--- src/design/bdx_consts.vh ---
// constants for the branch and data transfer execution unit
// assumes inclusion by bare name from the design files
`ifndef BDX_CONSTS_VH
`define BDX_CONSTS_VH

// widths and reset values
`define BDX_PC_W 10
`define BDX_DM_AW 16
`define BDX_PC_RST 10'h000

// pointer pair selectors: pair base register is 24 + 2 * selector
`define BDX_PTR_X 2'h1
`define BDX_PTR_Y 2'h2
`define BDX_PTR_Z 2'h3
`define BDX_REG_ZERO 5'h00
`define BDX_REG_HIGH 1'h1

// status flag positions in the flag byte
`define BDX_FLAG_V 3'h3
`define BDX_FLAG_N 3'h2

// opcode prefixes
`define BDX_PFX_BR 5'h1e
`define BDX_PFX_MOV 6'h0b
`define BDX_PFX_LDI 4'he
`define BDX_PFX_GRP9 6'h24
`define BDX_PFX_OFFS 2'h2
`define BDX_OP_LPM_R0 16'h95c8

// addressing mode field of the pointer group
`define BDX_MD_ABS 4'h0
`define BDX_MD_ZINC 4'h1
`define BDX_MD_ZDEC 4'h2
`define BDX_MD_LPMZ 4'h4
`define BDX_MD_YINC 4'h9
`define BDX_MD_YDEC 4'ha
`define BDX_MD_X 4'hc
`define BDX_MD_XINC 4'hd
`define BDX_MD_XDEC 4'he

// pointer arithmetic deltas
`define BDX_DELTA_INC 16'h0001
`define BDX_DELTA_DEC 16'hffff

`endif

--- src/design/bdx_regfile.v ---
// general purpose register file, 32 bytes, with a 16-bit pointer port
// assumes a single clock; writes are frozen while ce_i is low
`timescale 1ns/1ps
`default_nettype none
module bdx_regfile #(
	parameter DW = 8
) (
	// clock and enable
	input wire mclk_i,
	input wire ce_i,
	// byte read ports
	input wire [4:0] rd_addr_i,
	output wire [DW-1:0] rd_data_o,
	input wire [4:0] rr_addr_i,
	output wire [DW-1:0] rr_data_o,
	// pointer read port
	input wire [1:0] ptr_sel_i,
	output wire [2*DW-1:0] ptr_data_o,
	// byte write port
	input wire wb_en_i,
	input wire [4:0] wb_addr_i,
	input wire [DW-1:0] wb_data_i,
	// pointer write port
	input wire pw_en_i,
	input wire [1:0] pw_sel_i,
	input wire [2*DW-1:0] pw_data_i
);
	reg [DW-1:0] regs [0:31];
	wire [4:0] ptr_lo;
	wire [4:0] pw_lo;

	// pairs live in the top eight registers, low byte at the even index
	assign ptr_lo = {2'h3, ptr_sel_i, 1'b0};
	assign pw_lo = {2'h3, pw_sel_i, 1'b0};
	assign rd_data_o = regs[rd_addr_i];
	assign rr_data_o = regs[rr_addr_i];
	assign ptr_data_o = {regs[{ptr_lo[4:1], 1'b1}], regs[ptr_lo]};

	always @(posedge mclk_i) begin
		if (ce_i) begin
			if (wb_en_i) begin
				regs[wb_addr_i] <= wb_data_i;
			end
			if (pw_en_i) begin
				regs[pw_lo] <= pw_data_i[DW-1:0];
				regs[{pw_lo[4:1], 1'b1}] <= pw_data_i[2*DW-1:DW];
			end
		end
	end
endmodule // bdx_regfile
`default_nettype wire

--- src/design/bdx_core.v ---
// execution unit for relative branches and data transfers
// assumes program and data memories on the same clock that answer
// combinationally to the registered addresses, and a flag byte driven by
// the arithmetic unit on the same clock
`include "bdx_consts.vh"
`timescale 1ns/1ps
`default_nettype none
module bdx_core #(
	parameter PC_W = `BDX_PC_W,
	parameter DM_AW = `BDX_DM_AW
) (
	// clock, reset and enable
	input wire mclk_i,
	input wire sys_rst_i,
	input wire ce_i,
	// status flags, bit order I T H S V N Z C from 7 down to 0
	input wire [7:0] flags_i,
	// program memory: word at pm_addr_o low, following word high
	output wire [PC_W-1:0] pm_addr_o,
	input wire [31:0] pm_data_i,
	// data memory
	output wire [DM_AW-1:0] dm_addr_o,
	output wire [7:0] dm_wdata_o,
	output wire dm_we_o,
	output wire dm_re_o,
	input wire [7:0] dm_rdata_i,
	// status
	output wire [PC_W-1:0] pc_o,
	output wire unknown_op_o
);
	localparam [4:0] S_EXEC = 5'h01;
	localparam [4:0] S_FLUSH = 5'h02;
	localparam [4:0] S_MEM = 5'h04;
	localparam [4:0] S_LPM1 = 5'h08;
	localparam [4:0] S_LPM2 = 5'h10;

	function [15:0] bdx_add16;
		input [15:0] a;
		input [15:0] b;
		begin
			bdx_add16 = a + b;
		end
	endfunction

	// program counter arithmetic wraps at the counter width on purpose
	function [PC_W-1:0] bdx_pc_add;
		input [PC_W-1:0] a;
		input [PC_W-1:0] b;
		begin
			bdx_pc_add = a + b;
		end
	endfunction

	// registers
	reg [4:0] state_reg;
	reg [4:0] state_next;
	reg [PC_W-1:0] pc_reg;
	reg [PC_W-1:0] pc_next;
	reg [PC_W-1:0] pm_addr_reg;
	reg [PC_W-1:0] pm_addr_next;
	reg [DM_AW-1:0] dm_addr_reg;
	reg [DM_AW-1:0] dm_addr_next;
	reg [7:0] dm_wdata_reg;
	reg [7:0] dm_wdata_next;
	reg dm_we_reg;
	reg dm_we_next;
	reg dm_re_reg;
	reg dm_re_next;
	reg [4:0] dst_reg;
	reg [4:0] dst_next;
	reg lpm_hi_reg;
	reg lpm_hi_next;
	reg unk_reg;
	reg unk_next;

	// register file write controls
	reg wb_en;
	reg [4:0] wb_addr;
	reg [7:0] wb_data;
	reg pw_en;
	reg [15:0] pw_data;

	// decode
	wire [15:0] instr;
	wire [15:0] abs_word;
	wire [3:0] mode;
	wire [4:0] op_rd;
	wire [4:0] op_rr;
	wire [5:0] disp;
	wire is_br;
	wire flag_n;
	wire flag_v;
	wire sign_nv;
	wire [7:0] cond_vec;
	wire cond_bit;
	wire br_taken;
	wire is_mov;
	wire is_ldi;
	wire is_grp9;
	wire is_offs;
	wire is_lpm0;
	wire is_lpmz;
	wire is_lpm;
	wire is_ptr_mode;
	wire is_abs;
	wire is_mem;
	wire is_store;
	wire post_inc;
	wire pre_dec;
	wire [1:0] ptr_sel;
	wire [15:0] ptr_data;
	wire [15:0] ptr_inc;
	wire [15:0] ptr_dec;
	wire [15:0] ptr_disp;
	wire [15:0] mem_addr16;
	wire [7:0] rd_data;
	wire [7:0] rr_data;
	wire [PC_W-1:0] pc_inc;
	wire [PC_W-1:0] pc_inc2;
	wire [PC_W-1:0] br_offs;
	wire [PC_W-1:0] br_target;

	assign instr = pm_data_i[15:0];
	assign abs_word = pm_data_i[31:16];
	assign mode = instr[3:0];
	assign op_rd = instr[8:4];
	assign op_rr = {instr[9], instr[3:0]};
	assign disp = {instr[13], instr[11:10], instr[2:0]};

	// one status bit, chosen by the low three bits, against the polarity bit;
	// every named conditional branch is one of these two encodings
	assign is_br = (instr[15:11] == `BDX_PFX_BR);
	// the sign slot is rebuilt from N and V instead of trusting the S input,
	// so the signed compares hold even if S lags the other flags
	assign flag_n = flags_i[`BDX_FLAG_N];
	assign flag_v = flags_i[`BDX_FLAG_V];
	assign sign_nv = flag_n ^ flag_v;
	assign cond_vec = {flags_i[7:5], sign_nv, flags_i[3:0]};
	assign cond_bit = cond_vec[instr[2:0]];
	assign br_taken = cond_bit ^ instr[10];

	assign is_mov = (instr[15:10] == `BDX_PFX_MOV);
	assign is_ldi = (instr[15:12] == `BDX_PFX_LDI);
	assign is_grp9 = (instr[15:10] == `BDX_PFX_GRP9);
	// plain Y and Z access is the offset form with zero displacement
	assign is_offs = (instr[15:14] == `BDX_PFX_OFFS) && !instr[12];
	assign is_lpm0 = (instr == `BDX_OP_LPM_R0);
	assign is_lpmz = is_grp9 && !instr[9] && (mode == `BDX_MD_LPMZ);
	assign is_lpm = is_lpm0 || is_lpmz;
	assign is_abs = is_grp9 && (mode == `BDX_MD_ABS);
	assign is_ptr_mode = (mode == `BDX_MD_ZINC) || (mode == `BDX_MD_ZDEC) ||
		(mode == `BDX_MD_YINC) || (mode == `BDX_MD_YDEC) ||
		(mode == `BDX_MD_X) || (mode == `BDX_MD_XINC) ||
		(mode == `BDX_MD_XDEC);
	assign is_mem = is_offs || (is_grp9 && (is_abs || is_ptr_mode));
	assign is_store = instr[9];
	assign post_inc = is_grp9 && is_ptr_mode && (mode[1:0] == 2'h1);
	assign pre_dec = is_grp9 && is_ptr_mode && (mode[1:0] == 2'h2);

	assign ptr_sel = is_offs ? (instr[3] ? `BDX_PTR_Y : `BDX_PTR_Z) :
		is_lpm ? `BDX_PTR_Z :
		(mode[3:2] == 2'h3) ? `BDX_PTR_X :
		mode[3] ? `BDX_PTR_Y : `BDX_PTR_Z;

	// full 16-bit arithmetic so a carry crosses into the high byte
	assign ptr_inc = bdx_add16(ptr_data, `BDX_DELTA_INC);
	assign ptr_dec = bdx_add16(ptr_data, `BDX_DELTA_DEC);
	assign ptr_disp = bdx_add16(ptr_data, {10'h000, disp});

	assign mem_addr16 = is_abs ? abs_word :
		is_offs ? ptr_disp :
		pre_dec ? ptr_dec :
		ptr_data;

	assign pc_inc = bdx_pc_add(pc_reg, {{(PC_W-1){1'b0}}, 1'b1});
	assign pc_inc2 = bdx_pc_add(pc_reg, {{(PC_W-2){1'b0}}, 2'h2});
	assign br_offs = {{(PC_W-7){instr[9]}}, instr[9:3]};
	assign br_target = bdx_pc_add(pc_inc, br_offs);

	bdx_regfile #(
		.DW(8)
	) u_regs (
		.mclk_i(mclk_i),
		.ce_i(ce_i),
		.rd_addr_i(op_rd),
		.rd_data_o(rd_data),
		.rr_addr_i(op_rr),
		.rr_data_o(rr_data),
		.ptr_sel_i(ptr_sel),
		.ptr_data_o(ptr_data),
		.wb_en_i(wb_en),
		.wb_addr_i(wb_addr),
		.wb_data_i(wb_data),
		.pw_en_i(pw_en),
		.pw_sel_i(ptr_sel),
		.pw_data_i(pw_data)
	);

	always @* begin
		state_next = state_reg;
		pc_next = pc_reg;
		pm_addr_next = pm_addr_reg;
		dm_addr_next = dm_addr_reg;
		dm_wdata_next = dm_wdata_reg;
		dm_we_next = 1'b0;
		dm_re_next = 1'b0;
		dst_next = dst_reg;
		lpm_hi_next = lpm_hi_reg;
		unk_next = 1'b0;
		wb_en = 1'b0;
		wb_addr = dst_reg;
		wb_data = dm_rdata_i;
		pw_en = 1'b0;
		pw_data = ptr_inc;
		case (state_reg)
			S_EXEC: begin
				pc_next = pc_inc;
				pm_addr_next = pc_inc;
				if (is_br) begin
					// a taken branch spends its second clock refetching
					if (br_taken) begin
						pc_next = br_target;
						pm_addr_next = br_target;
						state_next = S_FLUSH;
					end
				end else if (is_mov) begin
					wb_en = 1'b1;
					wb_addr = op_rd;
					wb_data = rr_data;
				end else if (is_ldi) begin
					wb_en = 1'b1;
					wb_addr = {`BDX_REG_HIGH, instr[7:4]};
					wb_data = {instr[11:8], instr[3:0]};
				end else if (is_lpm) begin
					// Z holds a byte address; bit 0 picks the half of the word
					pm_addr_next = ptr_data[PC_W:1];
					lpm_hi_next = ptr_data[0];
					dst_next = is_lpm0 ? `BDX_REG_ZERO : op_rd;
					state_next = S_LPM1;
				end else if (is_mem) begin
					dm_addr_next = mem_addr16[DM_AW-1:0];
					dm_wdata_next = rd_data;
					dm_we_next = is_store;
					dm_re_next = !is_store;
					dst_next = op_rd;
					// pointer write-back lands while the access is under way
					pw_en = post_inc || pre_dec;
					pw_data = pre_dec ? ptr_dec : ptr_inc;
					if (is_abs) begin
						pc_next = pc_inc2;
						pm_addr_next = pc_inc2;
					end
					state_next = S_MEM;
				end else begin
					// anything outside these groups passes as a one-clock no-op
					unk_next = 1'b1;
				end
			end
			S_FLUSH: begin
				state_next = S_EXEC;
			end
			S_MEM: begin
				wb_en = dm_re_reg;
				state_next = S_EXEC;
			end
			S_LPM1: begin
				wb_en = 1'b1;
				wb_data = lpm_hi_reg ? pm_data_i[15:8] : pm_data_i[7:0];
				pm_addr_next = pc_reg;
				state_next = S_LPM2;
			end
			S_LPM2: begin
				// third clock: program memory is pointed back at the program
				state_next = S_EXEC;
			end
			default: begin
				state_next = S_EXEC;
				pm_addr_next = pc_reg;
			end
		endcase
		// a frozen cycle must not write the register file or a pointer
		if (!ce_i) begin
			wb_en = 1'b0;
			pw_en = 1'b0;
		end
	end

	always @(posedge mclk_i or posedge sys_rst_i) begin
		if (sys_rst_i) begin
			state_reg <= S_EXEC;
			pc_reg <= `BDX_PC_RST;
			pm_addr_reg <= `BDX_PC_RST;
			dm_addr_reg <= {DM_AW{1'b0}};
			dm_wdata_reg <= 8'h00;
			dm_we_reg <= 1'b0;
			dm_re_reg <= 1'b0;
			dst_reg <= 5'h00;
			lpm_hi_reg <= 1'b0;
			unk_reg <= 1'b0;
		end else if (ce_i) begin
			state_reg <= state_next;
			pc_reg <= pc_next;
			pm_addr_reg <= pm_addr_next;
			dm_addr_reg <= dm_addr_next;
			dm_wdata_reg <= dm_wdata_next;
			dm_we_reg <= dm_we_next;
			dm_re_reg <= dm_re_next;
			dst_reg <= dst_next;
			lpm_hi_reg <= lpm_hi_next;
			unk_reg <= unk_next;
		end
	end

	assign pm_addr_o = pm_addr_reg;
	assign dm_addr_o = dm_addr_reg;
	assign dm_wdata_o = dm_wdata_reg;
	assign dm_we_o = dm_we_reg;
	assign dm_re_o = dm_re_reg;
	assign pc_o = pc_reg;
	assign unknown_op_o = unk_reg;
endmodule // bdx_core
`default_nettype wire

--- config.mk ---
export PLATFORM = sky130hd
export DESIGN_NAME = bdx_core
export DESIGN_NICKNAME = d
export VERILOG_FILES = /design/src/design/bdx_regfile.v /design/src/design/bdx_core.v
export VERILOG_INCLUDE_DIRS = /design/src /design/src/design
export SDC_FILE = /design/constraint.sdc
export NUM_CORES = 1
export LEC_CHECK = 0
export ABC_AREA = 1
export ABC_CLOCK_PERIOD_IN_PS = 2800
export BUFFER_PORTS_ARGS = -buffer_cell sky130_fd_sc_hd__buf_2
export CAP_MARGIN = 20
export CELL_PAD_IN_SITES_DETAIL_PLACEMENT = 0
export CELL_PAD_IN_SITES_GLOBAL_PLACEMENT = 1
export CORE_ASPECT_RATIO = 1.75
export CORE_UTILIZATION = 40
export CTS_BUF_LIST = sky130_fd_sc_hd__clkbuf_8
export CTS_CLUSTER_SIZE = 14
export DETAILED_ROUTE_END_ITERATION = 16
export PLACE_DENSITY = 0.77
export SLEW_MARGIN = 5
export SYNTH_ARGS = -nofsm -noshare
export SYNTH_HDL_FRONTEND = slang
export SYNTH_SLANG_ARGS = --single-unit
--- constraint.sdc ---
create_clock -name mclk_i -period 2.8 [get_ports mclk_i]
set_input_delay 0.56 -clock mclk_i [delete_from_list [all_inputs] [get_ports mclk_i]]
set_output_delay 0.56 -clock mclk_i [all_outputs]
set_load 0.005 [all_outputs]
==> flow_summary_export.csv, run 1 <==
group,metric,value,unit
placement,gp_congestion,0.968,
timing,fin_ws,-0.0851,ns
timing,setup_viol,5,
drt,dr.pass1.iters,7,
run_status,failed_checks,"negative setup slack",
setup_path,crit_arrival,3.40,ns
worst_hold_path,min_path_cells,3,
global_route,grt_pass1_wl,123,mm
die,start_util,40.7,%
timing,slew_viol_final,0,
drt,wl_met3,5.48,mm
timing,rsz0062_at_grt,"yes",
clock_network,cts.sinks,314,
logic_synthesis,synth_edf_count,256,
logic_synthesis,synthArstFlopShare,18.5,%
drt,drt-total-wl,83.3,mm
placement,dp_hpwl,62.7,mm
drt,drt_iter0_drc,1889,
logic_synthesis,syn-cell-area,0.0191,mm2
power,p_leak,10.8,nW
drt,met2_length,42.0,mm
setup_path,critical_path_peak_fanout,6,
drt,post_drt_wl_per_cell,23.9,um
setup_path,worstPathRequired,3.31,ns
die,num_rows,105,
power,peakVddDrop,0.686,mV
logic_synthesis,synth_fp_nets,2470,
logic_synthesis,yosysTopAreaCellShare,40.2,%
flow_run,drv_cap,0,
clock_network,cts_buffers,48,
clock_network,insertion_delay,0.65,ns
logic_synthesis,ys_types,53,
global_route,grtUsageTotal,33.8,%
global_route,grt-ovfl-total,0,
drt,via_count,20400,
die,die_area,0.0488,mm2
power,finalPower,17.6,mW
worst_hold_path,hold_class,"input pin to register",
clock_network,clock-root-buffer,"clkbuf_8",
cells_and_area,fillerInstances,4315,
logic_synthesis,synth.largest_area_cell,"edfxtp_1",
placement,portBuffers,96,
cells_and_area,top_register,"u_regs.regs",
cells_and_area,drive_gt1_share,29.8,%
global_route,grt_max_degree,90,
timing,worst_slew_pin_slew,0.895,ns
drt,avgViaCountPerCell,5.84,
logic_synthesis,ys.flop_type,"edfxtp_1",
clock_network,cts_tree,"done",
clock_network,cts_max_level,2,
logic_synthesis,ys_warn_count,0,
cells_and_area,area_growth,36.3,%
timing,fin_skew,0.0402,ns
cells_and_area,final_nets,2931,
placement,post-place-ws,-0.779,ns
die,chipHeight,291,um
die,dieWidth,167,um
timing,max_freq,347,MHz
timing,slew_headroom,40.3,%
logic_synthesis,ys_seq_area_share,47.8,%
die,coreArea,0.0470,mm2
die,io_pins,98,
power,power_density,676,mW/mm2
logic_synthesis,syn_avg_cell_area,7.98,um2
drt,final_antenna_net_count,0,
logic_synthesis,synth_area_leaders,"edfxtp_1, nand2_1, dfrtp_1, o21ai_0, nor2_1",
global_route,grt_pass1_vias,20300,
global_route,antenna_found_initial,2,
setup_path,r2r_cells,17,
logic_synthesis,synthCells,2398,
setup_path,critical_path_class,"input pin to register",
drt,highest_layer,"met5",
timing,fin_crit,2.89,ns
clock_network,clk_pin_slew,0.08,ns
drt,drc,0,
drt,met1Wirelength,28.2,mm
cells_and_area,largest_reg_flops,256,
timing,hold_viol_final,0,
timing,fin_crit_sh,103,%
setup_path,start_kind,"input pin",
clock_network,cts_buffer_depth,3,
run_status,status,"complete, but fails checks",
setup_path,end_kind,"register",
logic_synthesis,ys_ff_latch,314,
==> worst max-delay path: stages <==
cell     delay, ns
buf_8         0.10
nor2_4        0.10
buf_6         0.13
nand2_4       0.06
nor2_4        0.11
nand2_2       0.09
nand3_4       0.14
nand4_1       0.16
nand3_4       0.11
inv_4         0.04
ha_4          0.15
inv_2         0.05
fa_2          0.19
inv_2         0.04
a21oi_2       0.13
nor2_1        0.05
nor2_1        0.14
nor2_1        0.07
o21ai_1       0.18
nand2_2       0.19
nand2_2       0.13
buf_6         0.09
nand2_2       0.03
a31oi_1       0.15
nand2_1       0.06
nand2_1       0.06
nand2_1       0.06
==> final cells by class <==
| cell class | instances | area (um2) | share of cell area (%) |
|---|---|---|---|
| diodes | 2 | 5.00 | 0.0192 |
| clock buffers | 48 | 661 | 2.53 |
| clock inverters | 41 | 345 | 1.32 |
| inverters | 155 | 591 | 2.26 |
| multi-input cells | 1799 | 9910 | 38.0 |
| flip-flops and latches | 314 | 9140 | 35.0 |
| well taps | 588 | 736 | 2.82 |
| repair buffers | 541 | 4700 | 18.0 |
==> per-stage QoR <==
step	hold slack, ns	area (um2)	instances	util [%]	setup TNS (ns)
floorplan	0.465	19600	2398	-	-13.68
global placement	0.459	24300	3380	51.6	-223.72
detailed placement	0.464	24300	3380	51.6	-239.52
CTS	0.115	25400	3471	54.1	-0.00866
global route	0.168	26100	3487	55.5	-2.11
finish	0.136	26100	3488	55.5	-0.196
==> power by group <==
part	internal, mW	switching, mW	leakage (nW)	total [mW]
clock	2.18	1.96	0.538	4.14
sequential	5.98	0.227	3.03	6.21
combinational	2.95	4.33	7.27	7.28
total	11.1	6.53	10.8	17.6
==> kinds of logic after synthesis <==
kind of cell	Yosys count	share of synthesized area, %
compound gates	563	17.4
fa+ha+maj	21	1.45
buf+inv	285	5.82
xor+xnor	20	0.915
simple gates	1195	26.6
flops	314	47.8
==> cell usage after synthesis, types with 10 or more instances <==
cell type and count:
buf_2 11, a22oi_1 58, inv_1 133, o2111ai_1 13
xor2_1 18, a31oi_1 14, a221oi_1 15, o211ai_1 22
o22ai_1 75, nand2_1 600, nand3_1 204, clkbuf_1 106
nor2_2 15, a21oi_1 60, nand4_1 31, inv_2 22
dfrtp_1 57, o21ai_0 266, nor3_1 10, nor2_1 296
ha_1 19, edfxtp_1 256, o21ai_1 10
==> timing repair <==
action | in CTS | in global routing
endpoints found under the setup margin | 70 | 328
buffers inserted | 1 | 15
pin swaps | 18 | 98
hold endpoints to repair | 6 | 0
hold buffers | 1 | 0
gates resized for setup | 33 | 139
==> placed cells by master (no fill, tap or decap), drive strengths merged, types with 3 or more instances in the layout <==
cell type and instances:
nor2 319, inv 162, o22ai 75, or2 4
o2111ai 13, a221oi 15, xor2 18, o21bai 7
clkinv 26, dfrtp 57, o21ai 277, o221ai 4
bufinv 6, ha 19, o32ai 3, a22oi 58
edfxtp 256, clkbuf 48, a21oi 60, nor3 12
nand2 607, a31oi 14, buf 540, nand4 31
nand3 214, o211ai 22, nor4 6
==> worst paths after layout <==
| path | start | to | slack, ns |
|---|---|---|---|
| setup reg to reg | pc_o[1] | pm_addr_o[9] | 0.06 |
| hold / removal | pm_data_i[17] | dm_addr_o[1] | 0.14 |
| min in group asynchronous | sys_rst_i | unknown_op_o | 0.57 |
| max in group asynchronous | sys_rst_i | state_reg[0] | 1.87 |
| hold reg to reg | pm_addr_o[8] | pm_addr_o[8] | 0.48 |
| setup / recovery | pm_data_i[4] | dm_addr_o[10] | -0.09 |
==> metal layers <==
metal	up-vias	global-route usage, %
met5	-	0
met3	342	5.13
met4	2	26.4
met2	1022	60.3
li1	9337	-
met1	9662	35.3
No activity file was read; power rests on OpenSTA's default activity.
==> run 2, diff against run 1 <==
ABC_AREA = not set   (was 1)
PLACE_DENSITY = 0.72   (was 0.77)
==> run 2 against run 1 <==
The flow still finishes with violations (negative setup slack). Worst hold slack improved by 0.047 ns. Synthesized cell count decreased by 40%. Sequential power decreased by 0.6%. Combinational power decreased by 19%. Total power decreased by 8.5%. Register-to-register slack got worse by 0.10 ns. Largest power group is now registers.
==> flow_summary_export.csv, run 2 <==
group,metric,value,unit
drt,post_drt_wl_per_cell,26.0,um
clock_network,cts_buffers,48,
setup_path,cp_cell_sequence,"buf_8, buf_6, or3b_4, and3_4, a22o_1, a31oi_4, and2_4, inv_4, ha_4, a21oi_4, o21ai_2, o21a_1, o21ai_2, a21oi_4, buf_4, buf_6, a32oi_2, xnor2_1, o21ai_1",
logic_synthesis,synthArstFlopShare,18.5,%
logic_synthesis,ys_types,82,
placement,gp_congestion,0.968,
timing,setup_viol,41,
power,p_leak,9.54,nW
drt,drt-total-wl,65.8,mm
cells_and_area,drive_gt1_share,50.8,%
setup_path,cp_top_family,"compound AO/OA/AOI/OAI gates",
setup_path,worst-path-buf-inv,5,
die,coreArea,0.0454,mm2
timing,rsz0062_at_grt,"yes",
power,seqPwrFrac,38.3,%
power,peakVddDrop,0.501,mV
die,die_area,0.0471,mm2
placement,dp_hpwl,49.9,mm
drt,final_antenna_net_count,0,
placement,portBuffers,96,
clock_network,cts_tree,"done",
timing,slew_headroom,48.4,%
timing,fin_ws,-0.241,ns
cells_and_area,multi_input_area,0.0104,mm2
drt,via_count,15000,
setup_path,slowest_stage,"or3b_4",
timing,tns,-5.81,ns
logic_synthesis,yosysMostFrequentCell,"edfxtp_1",
cells_and_area,area_growth,39.3,%
die,dieWidth,164,um
cells_and_area,final_common_cell,"buf_4",
flow_run,drv_cap,0,
cells_and_area,final_cells,2531,
global_route,grt_pass1_wl,95.7,mm
run_status,status,"complete, but fails checks",
global_route,antenna_found_initial,1,
clock_network,clock-root-buffer,"clkbuf_8",
logic_synthesis,synth.largest_area_cell,"edfxtp_1",
cells_and_area,final_nets,1989,
cells_and_area,final_cell_mix,"buf_4, edfxtp_1, mux4_2",
setup_path,crit_path_max_incr_delay,0.39,ns
timing,fin_skew,0.0202,ns
cells_and_area,final-seq-area,0.00914,mm2
placement,dp.cells,2384,
logic_synthesis,synthCells,1446,
clock_network,cts_buffer_depth,3,
timing,fin_crit,3.04,ns
logic_synthesis,synth_fp_nets,1518,
setup_path,worstPathRequired,3.30,ns
die,num_rows,103,
drt,met1Wirelength,20.4,mm
die,start_util,40.7,%
global_route,grt-ovfl-total,0,
global_route,grt_max_degree,50,
die,chipHeight,286,um
logic_synthesis,syn_avg_cell_area,12.8,um2
power,pwr-share-comb,36.7,%
global_route,grt_pass1_vias,15800,
power,power_density,627,mW/mm2
die,io_pins,98,
logic_synthesis,ys_seq_area_share,49.5,%
setup_path,critical_path_peak_fanout,5,
setup_path,start_kind,"input pin",
drt,avgViaCountPerCell,5.92,
clock_network,cts_max_level,2,
cells_and_area,largest_reg_flops,256,
logic_synthesis,ys_ff_latch,314,
timing,hold_viol_final,0,
power,clkPwrFrac,25.1,%
drt,highest_layer,"met4",
logic_synthesis,yosys-top-cells-count,"edfxtp_1, mux4_2, nand2_1, nor2_1, a21oi_1",
drt,met2_length,36.7,mm
cells_and_area,final_core_util,56.7,%
logic_synthesis,ys.flop_type,"edfxtp_1",
setup_path,critical_path_class,"input pin to register",
setup_path,end_kind,"register",
timing,fin_crit_sh,109,%
logic_synthesis,yosysTopAreaCellShare,41.6,%
worst_hold_path,hold_class,"input pin to register",
drt,drt_iter0_drc,1085,
timing,worst_slew_pin_slew,0.774,ns
global_route,grtUsageTotal,28.2,%
logic_synthesis,synth_edf_count,256,
logic_synthesis,syn-cell-area,0.0185,mm2
power,internal_power,10.7,mW
timing,max_freq,329,MHz
clock_network,clk_pin_slew,0.06,ns
drt,drc,0,
cells_and_area,top_register,"u_regs.regs",
clock_network,insertion_delay,0.63,ns
power,switchingPower,5.38,mW
drt,dr.pass1.iters,5,
logic_synthesis,ys_warn_count,0,
power,finalPower,16.1,mW
cells_and_area,fillerInstances,3634,
logic_synthesis,synth_area_leaders,"edfxtp_1, mux4_2, dfrtp_1, a21oi_1, o21ai_0",
drt,wl_met3,2.68,mm
power,sw_frac_of_total,33.4,%
setup_path,crit_arrival,3.54,ns
timing,slew_viol_final,0,
run_status,failed_checks,"negative setup slack",
clock_network,cts.sinks,314,
==> run 2: cell types whose count changed after synthesis, moves of 35 or more <==
| cell | change |
|---|---|
| nand2_1 | -477 |
| nand3_1 | -163 |
| clkbuf_1 | -39 |
| mux2i_1 | +41 |
| a21oi_1 | +41 |
| o22ai_1 | -62 |
| xnor2_1 | +35 |
| inv_1 | -111 |
| mux4_2 | +162 |
| nor2_1 | -173 |
| o21ai_0 | -166 |
| a22oi_1 | -55 |
==> run 2: cells by family (layout without fill, tap and decap cells) <==
group                      Yosys count  count (layout)  synth area share, %
DFF                                314             314                 49.5
xor gates and xnor gates            57              57                 2.70
other                                0               1                    0
AOI/OAI and AO/OA                  328             328                 11.1
buffers and inverters              124             631                 2.74
muxes                              211             211                 22.5
and+or+nand+nor                    391             391                 9.98
adders and majority gates           21              21                 1.50
==> run 2: cell type report <==
cell class | instances | area share (%)
tap | 577 | 2.81
clock inverter | 37 | 1.25
multi-input combinational | 1008 | 40.5
antenna | 1 | 0.00973
sequential | 314 | 35.5
clock buffer | 49 | 2.62
timing repair buffer | 523 | 16.9
inverter | 22 | 0.350
==> run 2: final timing paths <==
path	startpoint	end	slack (ns)	depth (start not counted)
min in group asynchronous	sys_rst_i	dm_addr_o[0]	0.51	3
min reg2reg	pm_addr_o[4]	pm_addr_o[4]	0.47	2
max	pm_data_i[14]	dm_addr_o[11]	-0.24	19
max in group asynchronous	sys_rst_i	state_reg[0]	1.63	4
min	pm_data_i[29]	dm_addr_o[13]	0.18	3
max reg2reg	pc_o[0]	pm_addr_o[9]	-0.04	15
==> run 2: metrics by stage <==
| stage | hold slack (ns) | cell area (um2) | worst slack, ns |
|---|---|---|---|
| 2_1_floorplan | 0.473 | 19300 | -0.799 |
| 3_3_place_gp | 0.457 | 23100 | -1.15 |
| 3_5_place_dp | 0.468 | 23100 | -1.13 |
| 4_1_cts | 0.165 | 25000 | -0.188 |
| 5_1_grt | 0.189 | 25700 | -0.345 |
| 6_report | 0.183 | 25700 | -0.241 |
==> run 2: worst min-delay path, stage by stage <==
cell	delay [ns]
buf_2	0.08
nand3_1	0.05
nand3_1	0.08
==> run 2: timing repair <==
action	CTS	global route
gates resized for setup	128	103
pin swaps	72	65
endpoints found under the setup margin	208	291
gates cloned	1	4
hold endpoints to repair	22	0
setup buffers	33	24
hold buffers	1	0
==> run 2: power groups by stage <==
stage	registers, mW	clock network (mW)	logic [mW]
2_1_floorplan	6.26	0	2.87
3_3_place_gp	6.23	0	5.15
3_5_place_dp	6.25	0	5.24
4_1_cts	6.16	4.11	5.53
5_1_grt	6.22	4.29	6.38
6_report	6.17	4.04	5.92
==> run 2: per-layer routing <==
metal  vias to the layer above  track usage (%)
met5                         -                0
met4                         0             24.2
met3                       221             3.09
met2                       577             53.1
met1                      7523             26.6
li1                       6675                -
==> run 3, diff against run 2 <==
CAP_MARGIN = not set   (was 20)
CORE_UTILIZATION = 48   (was 40)
PLACE_DENSITY = 0.83   (was 0.72)
==> run 3 against run 2 <==
The flow still finishes with violations (negative setup slack). Largest power group unchanged. Register-to-register slack lost 0.03 ns. Critical endpoint is now u_regs.regs[29][5]. Worst hold slack lost 0.091 ns. Cell count shrank 5.5%. Critical path type unchanged.
==> flow_summary_export.csv, run 3 (synthesis gave the netlist of run 2 again) <==
group,metric,value,unit
global_route,antenna_found_initial,1,
worst_hold_path,hold_class,"input pin to asynchronous set/reset pin",
setup_path,r2r_cells,13,
run_status,status,"complete, but fails checks",
global_route,grt-ovfl-total,0,
cells_and_area,final_common_cell,"buf_4",
drt,drc,0,
power,pwr-share-comb,36.3,%
global_route,grtUsageTotal,33.5,%
timing,rsz0062_at_grt,"yes",
drt,post_drt_wl_per_cell,27.0,um
timing,slew_headroom,44.2,%
clock_network,cts-hold-fix-buffers,0,
drt,via_count,15200,
power,switchingPower,5.30,mW
die,coreArea,0.0378,mm2
drt,dr.pass1.iters,7,
timing,setup_viol,41,
setup_path,critical_path_peak_fanout,7,
clock_network,clock-root-buffer,"clkbuf_8",
die,chipHeight,261,um
cells_and_area,area_growth,35.8,%
clock_network,cts.sinks,314,
timing,fin_crit,3.11,ns
cells_and_area,final_nets,1947,
setup_path,critical_path_class,"input pin to register",
timing,worst_slew_pin_slew,0.836,ns
setup_path,start_kind,"input pin",
timing,fin_crit_sh,111,%
cells_and_area,largest_reg_flops,256,
power,internal_power,10.5,mW
cells_and_area,top_register,"u_regs.regs",
setup_path,crit_arrival,3.48,ns
setup_path,end_kind,"register",
drt,drt_iter0_drc,1198,
clock_network,cts_buffers,47,
clock_network,cts_max_level,2,
power,sw_frac_of_total,33.4,%
cells_and_area,final-seq-area,0.00914,mm2
timing,max_freq,321,MHz
flow_run,drv_cap,0,
drt,drt-total-wl,64.5,mm
global_route,grt_max_degree,69,
power,seqPwrFrac,39.0,%
drt,avgViaCountPerCell,6.36,
clock_network,insertion_delay,0.62,ns
timing,fin_ws,-0.311,ns
power,peakVddDrop,0.370,mV
power,finalPower,15.8,mW
setup_path,worstPathRequired,3.17,ns
die,die_area,0.0393,mm2
drt,final_antenna_net_count,0,
power,p_leak,9.30,nW
power,power_density,631,mW/mm2
cells_and_area,final_core_util,66.5,%
clock_network,clk_pin_slew,0.06,ns
cells_and_area,multi_input_area,0.0102,mm2
power,clkPwrFrac,24.7,%
run_status,failed_checks,"negative setup slack",
global_route,grt_pass1_wl,94.6,mm
global_route,grt_pass1_vias,15900,
die,start_util,48.9,%
clock_network,cts_buffer_depth,3,
die,io_pins,98,
die,num_rows,94,
clock_network,cts_tree,"done",
timing,hold_viol_final,0,
timing,slew_viol_final,0,
placement,gp_congestion,0.938,
cells_and_area,drive_gt1_share,49.2,%
timing,fin_skew,0.0419,ns
placement,dp_hpwl,48.6,mm
placement,portBuffers,96,
die,dieWidth,150,um
cells_and_area,final_cell_mix,"buf_4, edfxtp_1, mux4_2",
cells_and_area,fillerInstances,2674,
[run 3: worst paths after layout]
path,startpoint,end,slack [ns]
worst max-delay path,pm_data_i[11],u_regs.regs[29][5],-0.31
worst min-delay path,sys_rst_i,dm_addr_o[9],0.09
worst max register to register,u_regs.regs[26][4],dm_addr_o[15],-0.07
worst min register to register,pm_addr_o[5],pm_addr_o[5],0.47
max in group asynchronous,sys_rst_i,state_reg[0],1.85
min in group mclk_i,pm_data_i[29],dm_addr_o[13],0.20
[run 3: worst max-delay path, cell delays in order]
cell and delay, ns:
buf_8 0.10, nand4bb_4 0.24, nor4b_4 0.30, buf_6 0.17
buf_6 0.10, a21o_4 0.15, buf_6 0.10, nand3_2 0.06
a222oi_1 0.39, buf_4 0.19, nand4_1 0.21, buf_4 0.22
nor3_2 0.12, a41oi_1 0.08, xnor2_1 0.26, buf_4 0.18
a21oi_2 0.05
[run 3: through the flow]
step                TNS (ns)  cells  hold slack, ns  setup WS (ns)  area (um2)
floorplan             -51.73   1446           0.473         -0.799       19300
global placement     -223.47   2267           0.457         -0.943       22900
detailed placement   -250.22   2267           0.462          -1.02       22900
CTS                    -4.47   2373          0.0878         -0.239       24500
global route          -12.37   2393           0.132         -0.387       25100
finish                 -8.49   2393          0.0925         -0.311       25100
[run 3: final cells by class]
class / instances / area share [%]
clock inverters: 32 / 0.953
multi-input cells: 1008 / 40.8
flip-flops and latches: 314 / 36.4
well taps: 480 / 2.39
diodes: 1 / 0.00997
clock buffers: 54 / 2.96
inverters: 22 / 0.359
repair buffers: 482 / 16.1
[run 3: repair_timing]
action,in CTS,in global routing
endpoints found under the setup margin,296,387
pin swaps,52,59
setup buffers,20,21
gates cloned,0,1
resized for setup,107,82
[run 3: power groups by stage]
stage | Combinational [mW] | Sequential, mW | Clock, mW
final | 5.75 | 6.18 | 3.91
after detailed placement | 5.07 | 6.24 | 0
after floorplan | 2.87 | 6.26 | 0
after global placement | 4.92 | 6.22 | 0
after CTS | 5.36 | 6.17 | 3.97
after global routing | 6.21 | 6.22 | 4.15
[run 3: per-layer routing]
| layer | GRT usage [%] | wire (um) |
|---|---|---|
| met5 | 0 | 0 |
| met4 | 28.7 | 6670 |
| met3 | 4.83 | 3770 |
| met2 | 61.1 | 34200 |
| met1 | 32.8 | 19900 |
